[src/hw/lpmc_pkg.sv]
package lpmc_pkg;
  timeunit 1ns;
  timeprecision 1ns;

  // ----------------------------------------
  // Voltage ranges and clock sources
  // ----------------------------------------
  localparam logic [1:0] RANGE_1 = 2'h1;
  localparam logic [1:0] RANGE_2 = 2'h2;
  localparam logic [1:0] RANGE_3 = 2'h3;

  localparam logic [1:0] SRC_MULTISPEED = 2'h0;
  localparam logic [1:0] SRC_FAST_INT   = 2'h1;
  localparam logic [1:0] SRC_FAST_XTAL  = 2'h2;
  localparam logic [1:0] SRC_PLL        = 2'h3;

  // ----------------------------------------
  // Frequency limits in kHz
  // ----------------------------------------
  localparam logic [15:0] FMAX_R1_KHZ     = 16'h7d00; // 32 MHz
  localparam logic [15:0] FMAX_R2_KHZ     = 16'h3e80; // 16 MHz
  localparam logic [15:0] FMAX_R3_KHZ     = 16'h0fa0; // 4 MHz
  localparam logic [15:0] WAIT_R1_KHZ     = 16'h3e80; // 16 MHz
  localparam logic [15:0] WAIT_R2_KHZ     = 16'h1f40; // 8 MHz
  localparam logic [15:0] WAIT_R3_KHZ     = 16'h0834; // 2.1 MHz
  localparam logic [15:0] LP_RUN_MAX_KHZ  = 16'h0083; // 131 kHz

  // ----------------------------------------
  // Requested low-power mode encodings
  // ----------------------------------------
  localparam logic [2:0] REQ_SLEEP      = 3'h0;
  localparam logic [2:0] REQ_LP_SLEEP   = 3'h1;
  localparam logic [2:0] REQ_STOP_RTC   = 3'h2;
  localparam logic [2:0] REQ_STOP       = 3'h3;
  localparam logic [2:0] REQ_STBY_RTC   = 3'h4;
  localparam logic [2:0] REQ_STBY       = 3'h5;

  // ----------------------------------------
  // Wakeup latencies
  // ----------------------------------------
  localparam int CLK_MHZ          = 50;
  localparam int STOP_WAKE_US     = 8;
  localparam int STBY_WAKE_US     = 60;
  localparam int STOP_WAKE_CYC    = STOP_WAKE_US * CLK_MHZ;  // Sampling edge to Run, whole limit
  localparam int STBY_WAKE_CYC    = STBY_WAKE_US * CLK_MHZ;
  // Entry into Wake and the final zero count each cost one cycle of the limit
  localparam logic [11:0] STOP_WAKE_CNT = 12'(STOP_WAKE_CYC - 2);
  localparam logic [11:0] STBY_WAKE_CNT = 12'(STBY_WAKE_CYC - 2);

  typedef enum logic [2:0] {
    LPMC_RUN, LPMC_SLEEP, LPMC_LP_SLEEP, LPMC_STOP, LPMC_STBY, LPMC_WAKE
  } lpmc_mode_e;

endpackage : lpmc_pkg

[src/hw/lpmc_ctrl.sv]
// Notes on behaviour
// - Range 1 allows CPU clock up to 32 MHz.
// - Range 2 limits CPU clock to 16 MHz.
// - Range 3 limits CPU clock to 4 MHz, multispeed oscillator only.
// - One flash wait state above 16/8/2.1 MHz per range, else zero.
// - Sleep halts only CPU clock; any peripheral interrupt or event wakes.
// - Low-power Run needs multispeed below 131 kHz and low-power regulator.
// - Wake from low-power Sleep returns to Run with regulator normal.
// - Stop with RTC stops core clocks and fast oscillators, keeps slow one.
// - Stop with RTC wakes within 8 us on lines, detector, comparators, RTC, USB.
// - Stop without RTC kills all oscillators; wakes on lines, detector, comparators, USB.
// - Standby powers off core domain; only standby circuitry keeps state.
// - Standby with RTC exits within 60 us on reset, watchdog, wakeup pin, RTC.
// - Standby without RTC exits only on reset pin or wakeup pin edge.
// - Stop and Standby with RTC keep RTC, watchdog and their clocks running; without RTC they stop them.
module lpmc_ctrl
  import lpmc_pkg::*;
(
  // Clock and reset
  input  wire logic        clock,
  input  wire logic        rst_n,
  // Configuration from software
  input  wire logic [1:0]  range_sel,
  input  wire logic [1:0]  clk_src_sel,
  input  wire logic [15:0] cpu_freq_khz,
  input  wire logic [2:0]  lp_mode_req,
  input  wire logic        lp_run_req,
  input  wire logic        lp_regulator_req,
  // CPU core
  input  wire logic        wait_entry,
  // Wakeup sources
  input  wire logic        periph_event,
  input  wire logic [15:0] external_event_lines,
  input  wire logic        supply_threshold_detector,
  input  wire logic [1:0]  comparator_event,
  input  wire logic        usb_wakeup,
  input  wire logic        rtc_event,
  input  wire logic        independent_watchdog_reset,
  input  wire logic [1:0]  wakeup_pin,
  input  wire logic        external_reset_pin_n,
  // Clock and power controls
  output logic             cpu_clk_en,
  output logic             core_clk_en,
  output logic             core_power_en,
  output logic             regulator_lp,
  output logic             pll_en,
  output logic             multispeed_oscillator_en,
  output logic             fast_internal_oscillator_en,
  output logic             fast_crystal_oscillator_en,
  output logic             slow_osc_en,
  output logic             rtc_wdg_keep,
  output logic             retain_state,
  // Status
  output logic             flash_wait_states,
  output logic             freq_ok,
  output logic             lp_run_ok,
  output logic             standby_exit,
  output logic [2:0]       power_mode
);
  timeunit 1ns;
  timeprecision 1ns;
  import lpmc_pkg::*;

  typedef struct packed {
    lpmc_mode_e  mode;
    logic        rtc_kept;
    logic [11:0] cnt;
    logic [1:0]  pin_prev;
    logic        cpu_clk_en;
    logic        core_clk_en;
    logic        core_power_en;
    logic        regulator_lp;
    logic        pll_en;
    logic        ms_en;
    logic        fi_en;
    logic        fx_en;
    logic        slow_en;
    logic        wait_st;
    logic        freq_ok;
    logic        lp_run_ok;
    logic        stby_exit;
  } lpmc_state_s;

  lpmc_state_s s_q;
  lpmc_state_s s_d;

  // ----------------------------------------
  // Range checks
  // ----------------------------------------
  // Ceiling on CPU clock for a range
  function automatic logic [15:0] lpmc_fmax(input logic [1:0] r);
    case (r)
      RANGE_1: lpmc_fmax = FMAX_R1_KHZ;
      RANGE_2: lpmc_fmax = FMAX_R2_KHZ;
      default: lpmc_fmax = FMAX_R3_KHZ;
    endcase
  endfunction : lpmc_fmax

  // Wait-state threshold for a range
  function automatic logic [15:0] lpmc_wait_thr(input logic [1:0] r);
    case (r)
      RANGE_1: lpmc_wait_thr = WAIT_R1_KHZ;
      RANGE_2: lpmc_wait_thr = WAIT_R2_KHZ;
      default: lpmc_wait_thr = WAIT_R3_KHZ;
    endcase
  endfunction : lpmc_wait_thr

  logic [15:0] rising_pins;
  logic        stop_wake;

  // ----------------------------------------
  // Next-state logic
  // ----------------------------------------
  always_comb begin
    s_d          = s_q;
    rising_pins  = {14'h0000, wakeup_pin & ~s_q.pin_prev};
    s_d.pin_prev = wakeup_pin;
    s_d.stby_exit = 1'b0;
    // Frequency ceiling, source restriction and wait states
    s_d.freq_ok = (cpu_freq_khz <= lpmc_fmax(range_sel)) &&
                  ((range_sel != RANGE_3) || (clk_src_sel == SRC_MULTISPEED));
    s_d.wait_st = cpu_freq_khz > lpmc_wait_thr(range_sel);
    s_d.lp_run_ok = lp_run_req && (clk_src_sel == SRC_MULTISPEED) &&
                    (cpu_freq_khz < LP_RUN_MAX_KHZ) && lp_regulator_req;
    stop_wake = (|external_event_lines) || supply_threshold_detector ||
                (|comparator_event) || usb_wakeup || (s_q.rtc_kept && rtc_event);
    case (s_q.mode)
      LPMC_RUN: begin
        s_d.cpu_clk_en    = 1'b1;
        s_d.core_clk_en   = 1'b1;
        s_d.core_power_en = 1'b1;
        s_d.regulator_lp  = s_d.lp_run_ok;
        s_d.ms_en         = 1'b1;
        s_d.fi_en         = (clk_src_sel == SRC_FAST_INT) && !s_d.lp_run_ok;
        s_d.fx_en         = (clk_src_sel == SRC_FAST_XTAL) && !s_d.lp_run_ok;
        s_d.pll_en        = (clk_src_sel == SRC_PLL) && !s_d.lp_run_ok;
        s_d.slow_en       = 1'b1;
        if (wait_entry) begin
          s_d.cpu_clk_en = 1'b0;
          s_d.rtc_kept   = (lp_mode_req == REQ_STOP_RTC) || (lp_mode_req == REQ_STBY_RTC);
          case (lp_mode_req)
            REQ_SLEEP: s_d.mode = LPMC_SLEEP;
            REQ_LP_SLEEP: begin
              s_d.mode         = LPMC_LP_SLEEP;
              s_d.regulator_lp = 1'b1;
            end
            REQ_STOP_RTC, REQ_STOP: begin
              s_d.mode         = LPMC_STOP;
              s_d.core_clk_en  = 1'b0;
              s_d.regulator_lp = 1'b1;
              s_d.pll_en       = 1'b0;
              s_d.ms_en        = 1'b0;
              s_d.fi_en        = 1'b0;
              s_d.fx_en        = 1'b0;
              s_d.slow_en      = s_d.rtc_kept;
            end
            default: begin
              s_d.mode          = LPMC_STBY;
              s_d.core_clk_en   = 1'b0;
              s_d.core_power_en = 1'b0;
              s_d.pll_en        = 1'b0;
              s_d.ms_en         = 1'b0;
              s_d.fi_en         = 1'b0;
              s_d.fx_en         = 1'b0;
              s_d.slow_en       = s_d.rtc_kept;
            end
          endcase
        end
      end
      LPMC_SLEEP: begin
        if (periph_event || stop_wake) begin
          s_d.mode       = LPMC_RUN;
          s_d.cpu_clk_en = 1'b1;
        end
      end
      LPMC_LP_SLEEP: begin
        if (periph_event || stop_wake) begin
          s_d.mode         = LPMC_RUN;
          s_d.cpu_clk_en   = 1'b1;
          s_d.regulator_lp = 1'b0;
        end
      end
      LPMC_STOP: begin
        if (stop_wake) begin
          s_d.mode = LPMC_WAKE;
          s_d.cnt  = STOP_WAKE_CNT;
          s_d.ms_en = 1'b1;
        end
      end
      LPMC_STBY: begin
        if (!external_reset_pin_n || (|rising_pins) ||
            (s_q.rtc_kept && (rtc_event || independent_watchdog_reset))) begin
          s_d.mode          = LPMC_WAKE;
          s_d.cnt           = STBY_WAKE_CNT;
          s_d.core_power_en = 1'b1;
          s_d.ms_en         = 1'b1;
          s_d.stby_exit     = 1'b1;                                             // Core restarts from reset
        end
      end
      LPMC_WAKE: begin
        // Restart latency, bounded by the wake figures
        if (s_q.cnt == 12'h000) begin
          s_d.mode          = LPMC_RUN;
          s_d.core_clk_en   = 1'b1;
          s_d.cpu_clk_en    = 1'b1;
          s_d.regulator_lp  = 1'b0;
          s_d.slow_en       = 1'b1;
        end else begin
          s_d.cnt = s_q.cnt - 12'h001;
        end
      end
      default: s_d.mode = LPMC_RUN;
    endcase
  end

  // ----------------------------------------
  // State register
  // ----------------------------------------
  always_ff @(posedge clock or negedge rst_n) begin
    if (!rst_n) begin
      s_q               <= '0;
      s_q.mode          <= LPMC_RUN;
      s_q.cpu_clk_en    <= 1'b1;
      s_q.core_clk_en   <= 1'b1;
      s_q.core_power_en <= 1'b1;
      s_q.ms_en         <= 1'b1;
      s_q.slow_en       <= 1'b1;
    end else begin
      s_q <= s_d;
    end
  end

  // Outputs straight from flops
  assign cpu_clk_en                  = s_q.cpu_clk_en;
  assign core_clk_en                 = s_q.core_clk_en;
  assign core_power_en               = s_q.core_power_en;
  assign regulator_lp                = s_q.regulator_lp;
  assign pll_en                      = s_q.pll_en;
  assign multispeed_oscillator_en    = s_q.ms_en;
  assign fast_internal_oscillator_en = s_q.fi_en;
  assign fast_crystal_oscillator_en  = s_q.fx_en;
  assign slow_osc_en                 = s_q.slow_en;
  assign rtc_wdg_keep                = s_q.slow_en;
  assign retain_state                = s_q.core_power_en;
  assign flash_wait_states           = s_q.wait_st;
  assign freq_ok                     = s_q.freq_ok;
  assign lp_run_ok                   = s_q.lp_run_ok;
  assign standby_exit                = s_q.stby_exit;
  assign power_mode                  = s_q.mode;

endmodule : lpmc_ctrl

[config.mk]
export PLATFORM = sky130hd
export DESIGN_NAME = lpmc_ctrl
export DESIGN_NICKNAME = d
export VERILOG_FILES = /design/src/hw/lpmc_pkg.sv /design/src/hw/lpmc_ctrl.sv
export SDC_FILE = /design/constraint.sdc
export NUM_CORES = 1
export LEC_CHECK = 0
export BUFFER_PORTS_ARGS = -buffer_cell sky130_fd_sc_hd__buf_2
export CORE_MARGIN = 5
export CORE_UTILIZATION = 51
export CTS_CLUSTER_SIZE = 25
export DETAILED_ROUTE_END_ITERATION = 8
export PLACE_DENSITY = 0.8
export SLEW_MARGIN = 20
export SYNTH_ARGS = -nofsm -noshare
export SYNTH_HDL_FRONTEND = slang
export SYNTH_SLANG_ARGS = --single-unit
[constraint.sdc]
create_clock -name clock -period 2.55 [get_ports clock]
set_input_delay 0.1275 -clock clock [delete_from_list [all_inputs] [get_ports clock]]
set_output_delay 0.1275 -clock clock [all_outputs]
set_load 0.01 [all_outputs]
==> metrics.md, run 1 <==
| Metric | Value |
|---|---|
| Status | `completed` |
| Yosys warns | `0` |
| Clock sinks | `31` |
| Via density | `5.94` |
| Die width | `76.6 µm` |
| Synth Area in XOR/XNOR | `1.16%` |
| Yosys top cell area share | `28.8%` |
| Die Y | `76.6 µm` |
| Sum Neg Setup Slack | `0 ns` |
| Root Buffer | `clkbuf_8` |
| Maxcap violations | `0` |
| Critical-path cell list | `inv_2 > nor2_1 > a21oi_1 > a211o_1 > or4_1 > a21oi_1` |
| Final setup vio count | `0` |
| DR vias | `2,223` |
| CP peak stage delay | `0.68 ns` |
| Final RePlAce weighted congestion | `0.865` |
| Worst setup EP type | `flip-flop` |
| Most common cell after layout, fill and taps aside | `buf_2` |
| R2r setup slk | `0.25 ns` |
| Row count | `24` |
| GRT Overall Usage | `19.1%` |
| Vias in the first global route | `2,177` |
| Skew-Pair Late Insertion Delay | `0.29 ns` |
| Hold Fails Final Rpt | `0` |
| Top_reg_cell synth | `dfrtp_1` |
| Syn_area_per_cell | `9.08 µm²` |
| Min-Delay Path Class | `in2reg` |
| Slowest cell on crit path | `dfrtp_1` |
| Leak | `0.00130 µW` |
| Cells after Synth | `249` |
| WL final | `5.51 mm` |
| Die footprint | `0.00586 mm²` |
| Synth Area in Simple Gates | `24.3%` |
| Adder-Cell Fraction of Synth Area | `12.2%` |
| Final Cell Area | `0.00274 mm²` |
| Initial DRC count | `219` |
| Fmax | `435 MHz` |
| Max-slew violation count | `0` |
| Final core occ | `63.3%` |
| Num CTS Buffers | `5` |
| Fin crit period | `2.30 ns` |
| H-tree Lvls | `2` |
| CTS tree | `done` |
| Mapped Nets | `325` |
| Fill cells | `379` |
| Clock slew at reported path FFs | `0.06 ns` |
| Setup bufs post-CTS | `0` |
| Worst endpoint required time | `2.77 ns` |
| Antenna Cells | `0` |
| Tcrit/Tclk final | `90.1%` |
| CP max FO | `15` |
| # DRC | `0` |
| Post_cts resized | `0` |
| Post-synthesis sequential element count | `31` |
| Hold_buf cts | `3` |
| First-pass GRT wire length | `9.37 mm` |
| Commonest non-fill, non-tap cells in the layout | `buf_2 (71), dfrtp_1 (26), ha_1 (22)` |
| DR WL/cell | `14.7 µm` |
| Slew HR | `53.9%` |
| Share of layout cells above drive strength 1 | `30.1%` |
| Post-synth top area cell | `dfrtp_1` |
| Part of the Yosys area used for sequential elements | `34.6%` |
| Worst path most repeated cell | `a21oi_1` |
| Post-layout net count | `397` |
| RSZ-0062 raised after global routing | `no` |
| PD cells | `772 mW/mm²` |
| Largest family of logic cells by synthesized area | `simple AND/OR/NAND/NOR gates` |
| Grt ovf | `0` |
| Core Footprint | `0.00432 mm²` |
| CP startpoint kind | `flip-flop` |
| Post-synthesis cell type count | `53` |
| Layout Skew | `0.00700 ns` |
| Post-DP Area | `0.00262 mm²` |
| Antenna violations before repair | `0` |
| IO Pins | `72` |
| Post-Synthesis Cell Area | `0.00226 mm²` |
| Max VDD drop | `0.314 mV` |
| Mux cell area share after synthesis | `1.77%` |
| Critical path type | `reg2reg` |
| Post-synth ARST share | `100%` |
| Routed Antenna Nets | `0` |
| Synth top area cells | `dfrtp_1 (29%), ha_1 (12%), dfstp_2 (5.8%), a21oi_1 (3.3%), nor3_1 (3.3%)` |
| Slew @ Worst Pin | `0.684 ns` |
| Compound-gate portion of the synthesized area | `20.6%` |
| Area grow syn2layout | `21.1%` |
| DR pass1 iterations | `4` |
| Crit path DAT | `2.51 ns` |
| Final HPWL DP | `4.41 mm` |
| Largest net degree at the start of global routing | `32` |
| Port Buffers | `71` |
| Initial Utilization | `52.3%` |
| Number of flops mapped to enable cells by yosys | `0` |
| CTS max path bufs | `2` |
==> stage by stage <==
stage / total power [µW] / hold WS (ns) / std cells / worst slack (ns)
3_5_place_dp: 1750 / 0.204 / 363 / 0.318
6_report: 2110 / 0.0739 / 374 / 0.252
3_3_place_gp: 1730 / 0.207 / 363 / 0.371
5_1_grt: 2270 / 0.0694 / 374 / 0.110
4_1_cts: 2120 / 0.0637 / 374 / 0.292
2_1_floorplan: 1480 / -0.168 / 249 / 0.582
==> flip-flops by register name, indices dropped and copies added, names as in the netlist <==
| register | flops |
|---|---|
| power_mode | 3 |
| core_clk_en | 1 |
| standby_exit | 1 |
| freq_ok | 1 |
| rtc_wdg_keep | 1 |
| regulator_lp | 1 |
| pll_en | 1 |
| lp_run_ok | 1 |
| flash_wait_states | 1 |
| core_power_en | 1 |
| cpu_clk_en | 1 |
| s_q | 15 |
| multispeed_oscillator_en | 1 |
| fast_internal_oscillator_en | 1 |
| fast_crystal_oscillator_en | 1 |
==> cell families after synthesis <==
| kind of cell | Yosys count |
|---|---|
| AOI/OAI and AO/OA | 65 |
| xor gates and xnor gates | 3 |
| muxes | 4 |
| and+or+nand+nor | 98 |
| buffers and inverters | 26 |
| adders and majority gates | 22 |
| DFF | 31 |
==> final timing paths <==
path | depth (start not counted) | start | endpoint
worst min register to register | 2 | fast_crystal_oscillator_en | fast_crystal_oscillator_en
worst min-delay path | 2 | lp_mode_req[0] | s_q[27]
worst max-delay path | 6 | power_mode[0] | s_q[25]
worst max register to register | 6 | power_mode[0] | s_q[25]
min in group asynchronous | 2 | rst_n | s_q[26]
max in group asynchronous | 2 | rst_n | fast_crystal_oscillator_en
==> area by class of cell <==
class	instances	area [µm²]	area share (%)
clock buffers	5	68.8	2.51
clock inverters	3	15.0	0.548
inverters	17	63.8	2.33
multi-input cells	192	1360	49.6
flip-flops and latches	31	782	28.6
well taps	52	65.1	2.38
repair buffers	74	385	14.1
==> metal layers <==
| layer | GRT usage, % | share of wire [%] |
|---|---|---|
| met5 | 0 | 0 |
| met4 | 8.39 | 1.9 |
| met3 | 6.62 | 8.6 |
| met2 | 31.8 | 48 |
| met1 | 22.0 | 41 |
==> where the power goes <==
group / switching, µW / total, µW / internal [µW]
clock: 175 / 361 / 186
combinational: 525 / 920 / 395
sequential: 171 / 834 / 662
==> worst max-delay path: cells and delay by family (launching register included) <==
kind | cells | cell delay (ns)
compound gates | 3 | 0.71
buf+inv | 1 | 0.15
flops | 1 | 0.68
simple gates | 2 | 0.69
==> synth_stat cells, drive strengths merged (6+ instances only) <==
library cell,number
a21oi,15
nor4,8
nand2,18
nand4,6
ha,22
inv,17
o21ai,12
dfrtp,26
nor2,19
nand3,9
buf,7
nor3,15
No activity file was read; power rests on OpenSTA's default activity.
==> inputs of run 2 (changes only) <==
--- a/config.mk
+++ b/config.mk
@@ -7,10 +7,11 @@
 export LEC_CHECK = 0
 export BUFFER_PORTS_ARGS = -buffer_cell sky130_fd_sc_hd__buf_2
 export CORE_MARGIN = 5
-export CORE_UTILIZATION = 51
+export CORE_UTILIZATION = 46
 export CTS_CLUSTER_SIZE = 25
 export DETAILED_ROUTE_END_ITERATION = 8
-export PLACE_DENSITY = 0.8
+export GPL_ROUTABILITY_DRIVEN = 0
+export PLACE_DENSITY = 0.76
 export SLEW_MARGIN = 20
 export SYNTH_ARGS = -nofsm -noshare
 export SYNTH_HDL_FRONTEND = slang
==> constraint.sdc (replaced) <==
create_clock -name clock -period 2.05 [get_ports clock]
set_input_delay 0.1025 -clock clock [delete_from_list [all_inputs] [get_ports clock]]
set_output_delay 0.1025 -clock clock [all_outputs]
set_load 0.01 [all_outputs]
==> metrics.md, run 2 (same netlist as run 1, synthesis figures left out) <==
| Metric | Value |
|---|---|
| Vias in the first global route | `2,311 (was 2,177)` |
| Cell family with most CP delay | `simple AND/OR/NAND/NOR gates (was compound AO/OA/AOI/OAI gates)` |
| Reg with most FFs | `s_q (unchanged)` |
| Slowest cell on crit path | `or4_1 (was dfrtp_1)` |
| Commonest non-fill, non-tap cells in the layout | `buf_2 (71), dfrtp_1 (24), buf_4 (24) (was buf_2 (71), dfrtp_1 (26), ha_1 (22))` |
| PD cells | `1010 mW/mm² (was 772 mW/mm²)` |
| IO Pins | `72 (unchanged)` |
| First-pass GRT wire length | `9.96 mm (was 9.37 mm)` |
| # DRC | `0 (unchanged)` |
| Final core occ | `63.3% (about the same)` |
| DR vias | `2,295 (was 2,223)` |
| Final setup vio count | `0 (unchanged)` |
| Critical path type | `reg2reg (unchanged)` |
| Max-slew violation count | `0 (unchanged)` |
| Inst Count DP | `399 (was 363)` |
| DR pass1 iterations | `4 (unchanged)` |
| R2r setup slk | `0.06 ns (was 0.25 ns)` |
| WL final | `6.13 mm (was 5.51 mm)` |
| Buffers & Inverters on Critical Path | `1 (unchanged)` |
| Core Footprint | `0.00475 mm² (was 0.00432 mm²)` |
| Port Buffers | `71 (unchanged)` |
| Root Buffer | `clkbuf_8 (unchanged)` |
| Grt met3 use | `4.60% (was 6.62%)` |
| Initial DRC count | `157 (was 219)` |
| Hold Fails Final Rpt | `0 (unchanged)` |
| Maxcap violations | `0 (unchanged)` |
| Worst endpoint required time | `2.27 ns (was 2.77 ns)` |
| Skew-Pair Late Insertion Delay | `0.29 ns (about the same)` |
| Post-layout net count | `422 (was 397)` |
| Slew @ Worst Pin | `0.774 ns (was 0.684 ns)` |
| Critical R2R Launch | `s_q[15] (was power_mode[0])` |
| Routed Antenna Nets | `0 (unchanged)` |
| M2 GR Usage | `36.0% (was 31.8%)` |
| CP startpoint kind | `flip-flop (unchanged)` |
| Status | `completed (unchanged)` |
| CP Launch Point | `s_q[15] (was power_mode[0])` |
| Area of the multi-input gates | `0.00139 mm² (was 0.00136 mm²)` |
| Largest net degree at the start of global routing | `32 (unchanged)` |
| Fmax | `502 MHz (was 435 MHz)` |
| Clock sinks | `31 (unchanged)` |
| Sum Neg Setup Slack | `0 ns (unchanged)` |
| H-tree Lvls | `2 (unchanged)` |
| M1 GR Usage | `22.5% (was 22.0%)` |
| Hold Path Origin | `lp_mode_req[2] (was lp_mode_req[0])` |
| Leak | `0.00145 µW (was 0.00130 µW)` |
| DR WL/cell | `14.8 µm (was 14.7 µm)` |
| Via density | `5.54 (was 5.94)` |
| Clock slew at reported path FFs | `0.07 ns (was 0.06 ns)` |
| Busiest grt layer | `met2 (unchanged)` |
| Final hold slack | `0.0417 ns (was 0.0739 ns)` |
| Max VDD drop | `0.370 mV (was 0.314 mV)` |
| Tcrit/Tclk final | `97.2% (was 90.1%)` |
| Antenna Cells | `0 (unchanged)` |
| Grt ovf | `0 (unchanged)` |
| Layout Skew | `0.00493 ns (was 0.00700 ns)` |
| Area grow syn2layout | `33.0% (was 21.1%)` |
| Crit path DAT | `2.21 ns (was 2.51 ns)` |
| Critical-path cell list | `inv_2 > ha_1 > nor4b_2 > nand4bb_4 > nand2_4 > a211o_1 > or4_1 > a21oi_1 (was inv_2 > nor2_1 > a21oi_1 > a211o_1 > or4_1 > a21oi_1)` |
| Storage element area | `785 µm² (was 782 µm²)` |
| Final setup margin | `0.0583 ns (was 0.252 ns)` |
| Antenna violations before repair | `0 (unchanged)` |
| Die Y | `80.1 µm (was 76.6 µm)` |
| Fill cells | `419 (was 379)` |
| Fin crit period | `1.99 ns (was 2.30 ns)` |
| CTS max path bufs | `2 (unchanged)` |
| Final HPWL DP | `4.81 mm (was 4.41 mm)` |
| CTS tree | `done (unchanged)` |
| Row count | `25 (was 24)` |
| Worst setup EP type | `flip-flop (unchanged)` |
| Share of layout cells above drive strength 1 | `36.6% (was 30.1%)` |
| Die width | `80.1 µm (was 76.6 µm)` |
| CP max FO | `6 (was 15)` |
| Num CTS Buffers | `5 (unchanged)` |
| Max reg flops | `15 (unchanged)` |
| Min-Delay Path Class | `in2reg (unchanged)` |
| Slew HR | `47.9% (was 53.9%)` |
| Most common cell after layout, fill and taps aside | `buf_2 (unchanged)` |
| Final Non-Filler Cells | `414 (was 374)` |
| GRT Overall Usage | `19.9% (was 19.1%)` |
| CP peak stage delay | `0.47 ns (was 0.68 ns)` |
| Place WS | `0.0297 ns (was 0.318 ns)` |
| RSZ-0062 raised after global routing | `yes (was no)` |
| Initial Utilization | `47.6% (was 52.3%)` |
| Die footprint | `0.00642 mm² (was 0.00586 mm²)` |
[run 2: changes by cell type in the layout (fill, tap and decap cells not counted), sizes merged]
cell,previous run,this run
buf,71,96
clkbuf,5,7
clkinv,3,0
clkinvlp,0,1
[run 2: area by class of cell]
type / count / share of cell area [%]
clock buffers: 7 / 3.20
clock inverters: 1 / 0.250
inverters: 17 / 2.12
multi-input cells: 192 / 46.1
flip-flops and latches: 31 / 26.1
well taps: 67 / 2.79
repair buffers: 99 / 19.5
[run 2: per-layer routing]
metal | up-vias | share of wire [%]
met5 | - | 0
met4 | 0 | 1.7
met3 | 10 | 7.2
met2 | 87 | 49
met1 | 1078 | 42
li1 | 1120 | -
[run 2: through the flow]
stage | area (µm²) | total power, µW
finish | 3010 | 3030
global route | 3010 | 3240
floorplan | 2260 | 1840
global placement | 2800 | 2340
CTS | 2930 | 2930
detailed placement | 2800 | 2380
[run 2: what timing repair did]
action,in CTS,in global routing
hold buffers,3,0
gates resized for setup,0,7
endpoints found under the hold margin,28,0
endpoints found under the setup margin,0,8
setup buffers,0,4
[run 2: worst register-to-register path: stages, from the launching register on]
cell and delay, ns:
dfrtp_1 0.39, inv_2 0.06, ha_1 0.19, nor4b_2 0.17
nand4bb_4 0.11, nand2_4 0.09, a211o_1 0.29, or4_1 0.47
a21oi_1 0.15
[run 2: where the power goes]
group / leakage, µW / total [µW] / internal [µW] / switching [µW]
Sequential: 0.000363 / 1010 / 828 / 179
Clock: 0.0000505 / 543 / 305 / 238
Combinational: 0.00103 / 1480 / 709 / 774
Total: 0.00145 / 3030 / 1840 / 1190
[run 2: final timing paths]
| kind | to | cells past startpoint |
|---|---|---|
| max | s_q[25] | 8 |
| min | core_power_en | 2 |
| max reg2reg | s_q[25] | 8 |
| min reg2reg | fast_crystal_oscillator_en | 2 |
| max in group asynchronous | power_mode[2] | 2 |
| min in group asynchronous | s_q[25] | 2 |
==> inputs of run 3 (changes only) <==
--- a/config.mk
+++ b/config.mk
@@ -5,13 +5,13 @@
 export SDC_FILE = /design/constraint.sdc
 export NUM_CORES = 1
 export LEC_CHECK = 0
-export BUFFER_PORTS_ARGS = -buffer_cell sky130_fd_sc_hd__buf_2
 export CORE_MARGIN = 5
-export CORE_UTILIZATION = 46
+export CORE_UTILIZATION = 57
 export CTS_CLUSTER_SIZE = 25
 export DETAILED_ROUTE_END_ITERATION = 8
+export DONT_BUFFER_PORTS = 1
 export GPL_ROUTABILITY_DRIVEN = 0
-export PLACE_DENSITY = 0.76
+export PLACE_DENSITY = 0.75
 export SLEW_MARGIN = 20
 export SYNTH_ARGS = -nofsm -noshare
 export SYNTH_HDL_FRONTEND = slang
==> metrics.md, run 3 (same netlist as run 1, synthesis figures left out) <==
| Metric | Value |
|---|---|
| Status | `complete, but fails checks (was completed)` |
| Failing checks | `negative hold slack` |
| Max-slew violation count | `0 (unchanged)` |
| Post-layout net count | `360 (was 422)` |
| Commonest non-fill, non-tap cells in the layout | `buf_4 (26), dfrtp_1 (25), ha_1 (22) (was buf_2 (71), dfrtp_1 (24), buf_4 (24))` |
| Initial DRC count | `96 (was 157)` |
| Largest net degree at the start of global routing | `32 (unchanged)` |
| Clock slew at reported path FFs | `0.07 ns (about the same)` |
| CTS max path bufs | `2 (unchanged)` |
| Most common cell after layout, fill and taps aside | `buf_4 (was buf_2)` |
| Final setup vio count | `0 (unchanged)` |
| Slew @ Worst Pin | `0.691 ns (was 0.774 ns)` |
| Antenna Cells | `0 (unchanged)` |
| Worst endpoint required time | `2.24 ns (was 2.27 ns)` |
| Initial Utilization | `60.4% (was 47.6%)` |
| Port Buffers | `0 (was 71)` |
| H-tree Lvls | `2 (unchanged)` |
| Slew HR | `53.5% (was 47.9%)` |
| IO Pins | `72 (unchanged)` |
| Final HPWL DP | `4.40 mm (was 4.81 mm)` |
| # DRC | `0 (unchanged)` |
| Die Y | `73.0 µm (was 80.1 µm)` |
| CTS tree | `done (unchanged)` |
| Share of layout cells above drive strength 1 | `21.1% (was 36.6%)` |
| Grt ovf | `0 (unchanged)` |
| RSZ-0062 raised after global routing | `yes (unchanged)` |
| Reg with most FFs | `s_q (unchanged)` |
| Root Buffer | `clkbuf_8 (unchanged)` |
| Sum Neg Setup Slack | `0 ns (unchanged)` |
| Fmax | `498 MHz (was 502 MHz)` |
| Layout Skew | `0.00839 ns (was 0.00493 ns)` |
| DR vias | `2,068 (was 2,295)` |
| CP max FO | `5 (was 6)` |
| Row count | `22 (was 25)` |
| Max VDD drop | `0.385 mV (was 0.370 mV)` |
| Hold Fails Final Rpt | `1 (was 0)` |
| Routed Antenna Nets | `0 (unchanged)` |
| WL final | `5.79 mm (was 6.13 mm)` |
| Leak | `0.00119 µW (was 0.00145 µW)` |
| Critical path type | `reg2reg (unchanged)` |
| Die width | `73.0 µm (was 80.1 µm)` |
| DR pass1 iterations | `4 (unchanged)` |
| Min-Delay Path Class | `in2reg (unchanged)` |
| Crit path DAT | `2.19 ns (was 2.21 ns)` |
| Via density | `6.21 (was 5.54)` |
| Area grow syn2layout | `19.9% (was 33.0%)` |
| Skew-Pair Late Insertion Delay | `0.29 ns (about the same)` |
| Num CTS Buffers | `5 (unchanged)` |
| GRT Overall Usage | `22.9% (was 19.9%)` |
| Antenna violations before repair | `0 (unchanged)` |
| DR WL/cell | `17.4 µm (was 14.8 µm)` |
| PD cells | `1030 mW/mm² (was 1010 mW/mm²)` |
| First-pass GRT wire length | `9.42 mm (was 9.96 mm)` |
| Tcrit/Tclk final | `97.9% (was 97.2%)` |
| Max reg flops | `15 (unchanged)` |
| Clock sinks | `31 (unchanged)` |
| Fin crit period | `2.01 ns (was 1.99 ns)` |
| Core Footprint | `0.00374 mm² (was 0.00475 mm²)` |
| Final hold slack | `-0.000784 ns (was 0.0417 ns)` |
| Maxcap violations | `0 (unchanged)` |
| CP startpoint kind | `flip-flop (unchanged)` |
| Worst setup EP type | `flip-flop (unchanged)` |
| Vias in the first global route | `2,105 (was 2,311)` |
| Die footprint | `0.00533 mm² (was 0.00642 mm²)` |
==> run 3: cell types whose count changed in the layout (fill, tap and decap cells not counted), moves of 2 or more <==
cell	delta
buf_2	-71
dlygate4sd3_1	+7
buf_4	+2
clkbuf_8	-2
nor2_1	-2
nor2_2	+2
==> run 3: final timing paths <==
kind,startpoint,endpoint,slack (ns),depth (start not counted)
worst max-delay path,s_q[22],power_mode[0],0.04,7
worst min-delay path,wait_entry,cpu_clk_en,-0.0008,3
worst max register to register,s_q[22],power_mode[0],0.04,7
worst min register to register,s_q[22],s_q[22],0.51,1
max in group asynchronous,rst_n,core_clk_en,1.54,2
min in group asynchronous,rst_n,power_mode[0],0.25,2
==> run 3: timing repair <==
action | in CTS | in global routing
endpoints found under the hold margin | 40 | 0
resized for setup | 0 | 9
pin swaps | 1 | 1
hold buffers | 11 | 0
setup buffers | 0 | 2
setup endpoints to repair | 1 | 8
cloned | 0 | 0
==> run 3: area by class of cell <==
class | instances | area [µm²]
Clock inverter | 3 | 20.0
Sequential cell | 31 | 783
Tap cell | 48 | 60.1
Clock buffer | 5 | 68.8
Multi-Input combinational cell | 192 | 1400
Fill cell | 273 | 1030
Inverter | 17 | 63.8
Timing Repair Buffer | 37 | 315
==> run 3: worst max-delay path, cell delays in order (launching register included) <==
cell and delay, ns:
dfrtp_1 0.40, or4_4 0.52, nand4bb_4 0.26, nand2_4 0.13, buf_4 0.12, o31a_4 0.15, o2111ai_1 0.11, a32o_1 0.22
==> run 3: where the power goes <==
| part | total (µW) | switching (µW) | internal (µW) |
|---|---|---|---|
| clock network | 484 | 248 | 236 |
| registers | 1070 | 240 | 829 |
| logic | 1240 | 640 | 604 |
==> run 3: metrics by stage <==
stage,cells,setup WS [ns],util [%],area [µm²],total power (µW)
CTS,331,0.00280,70.9,2650,2750
detailed placement,312,0.00358,65.3,2440,2220
global placement,312,0.0507,65.3,2440,2200
floorplan,249,0.0823,-,2260,1840
finish,333,0.0439,72.4,2710,2800
global route,333,-0.0289,72.4,2710,2990
==> run 3: routing by layer <==
layer,share of wire (%),routed length [µm],GRT usage (%),up-vias
li1,-,-,-,995
met1,41,2360,27.0,976
met2,49,2860,38.3,84
met3,7.8,454,6.89,13
met4,2.0,115,9.63,0
met5,0,0,0,-
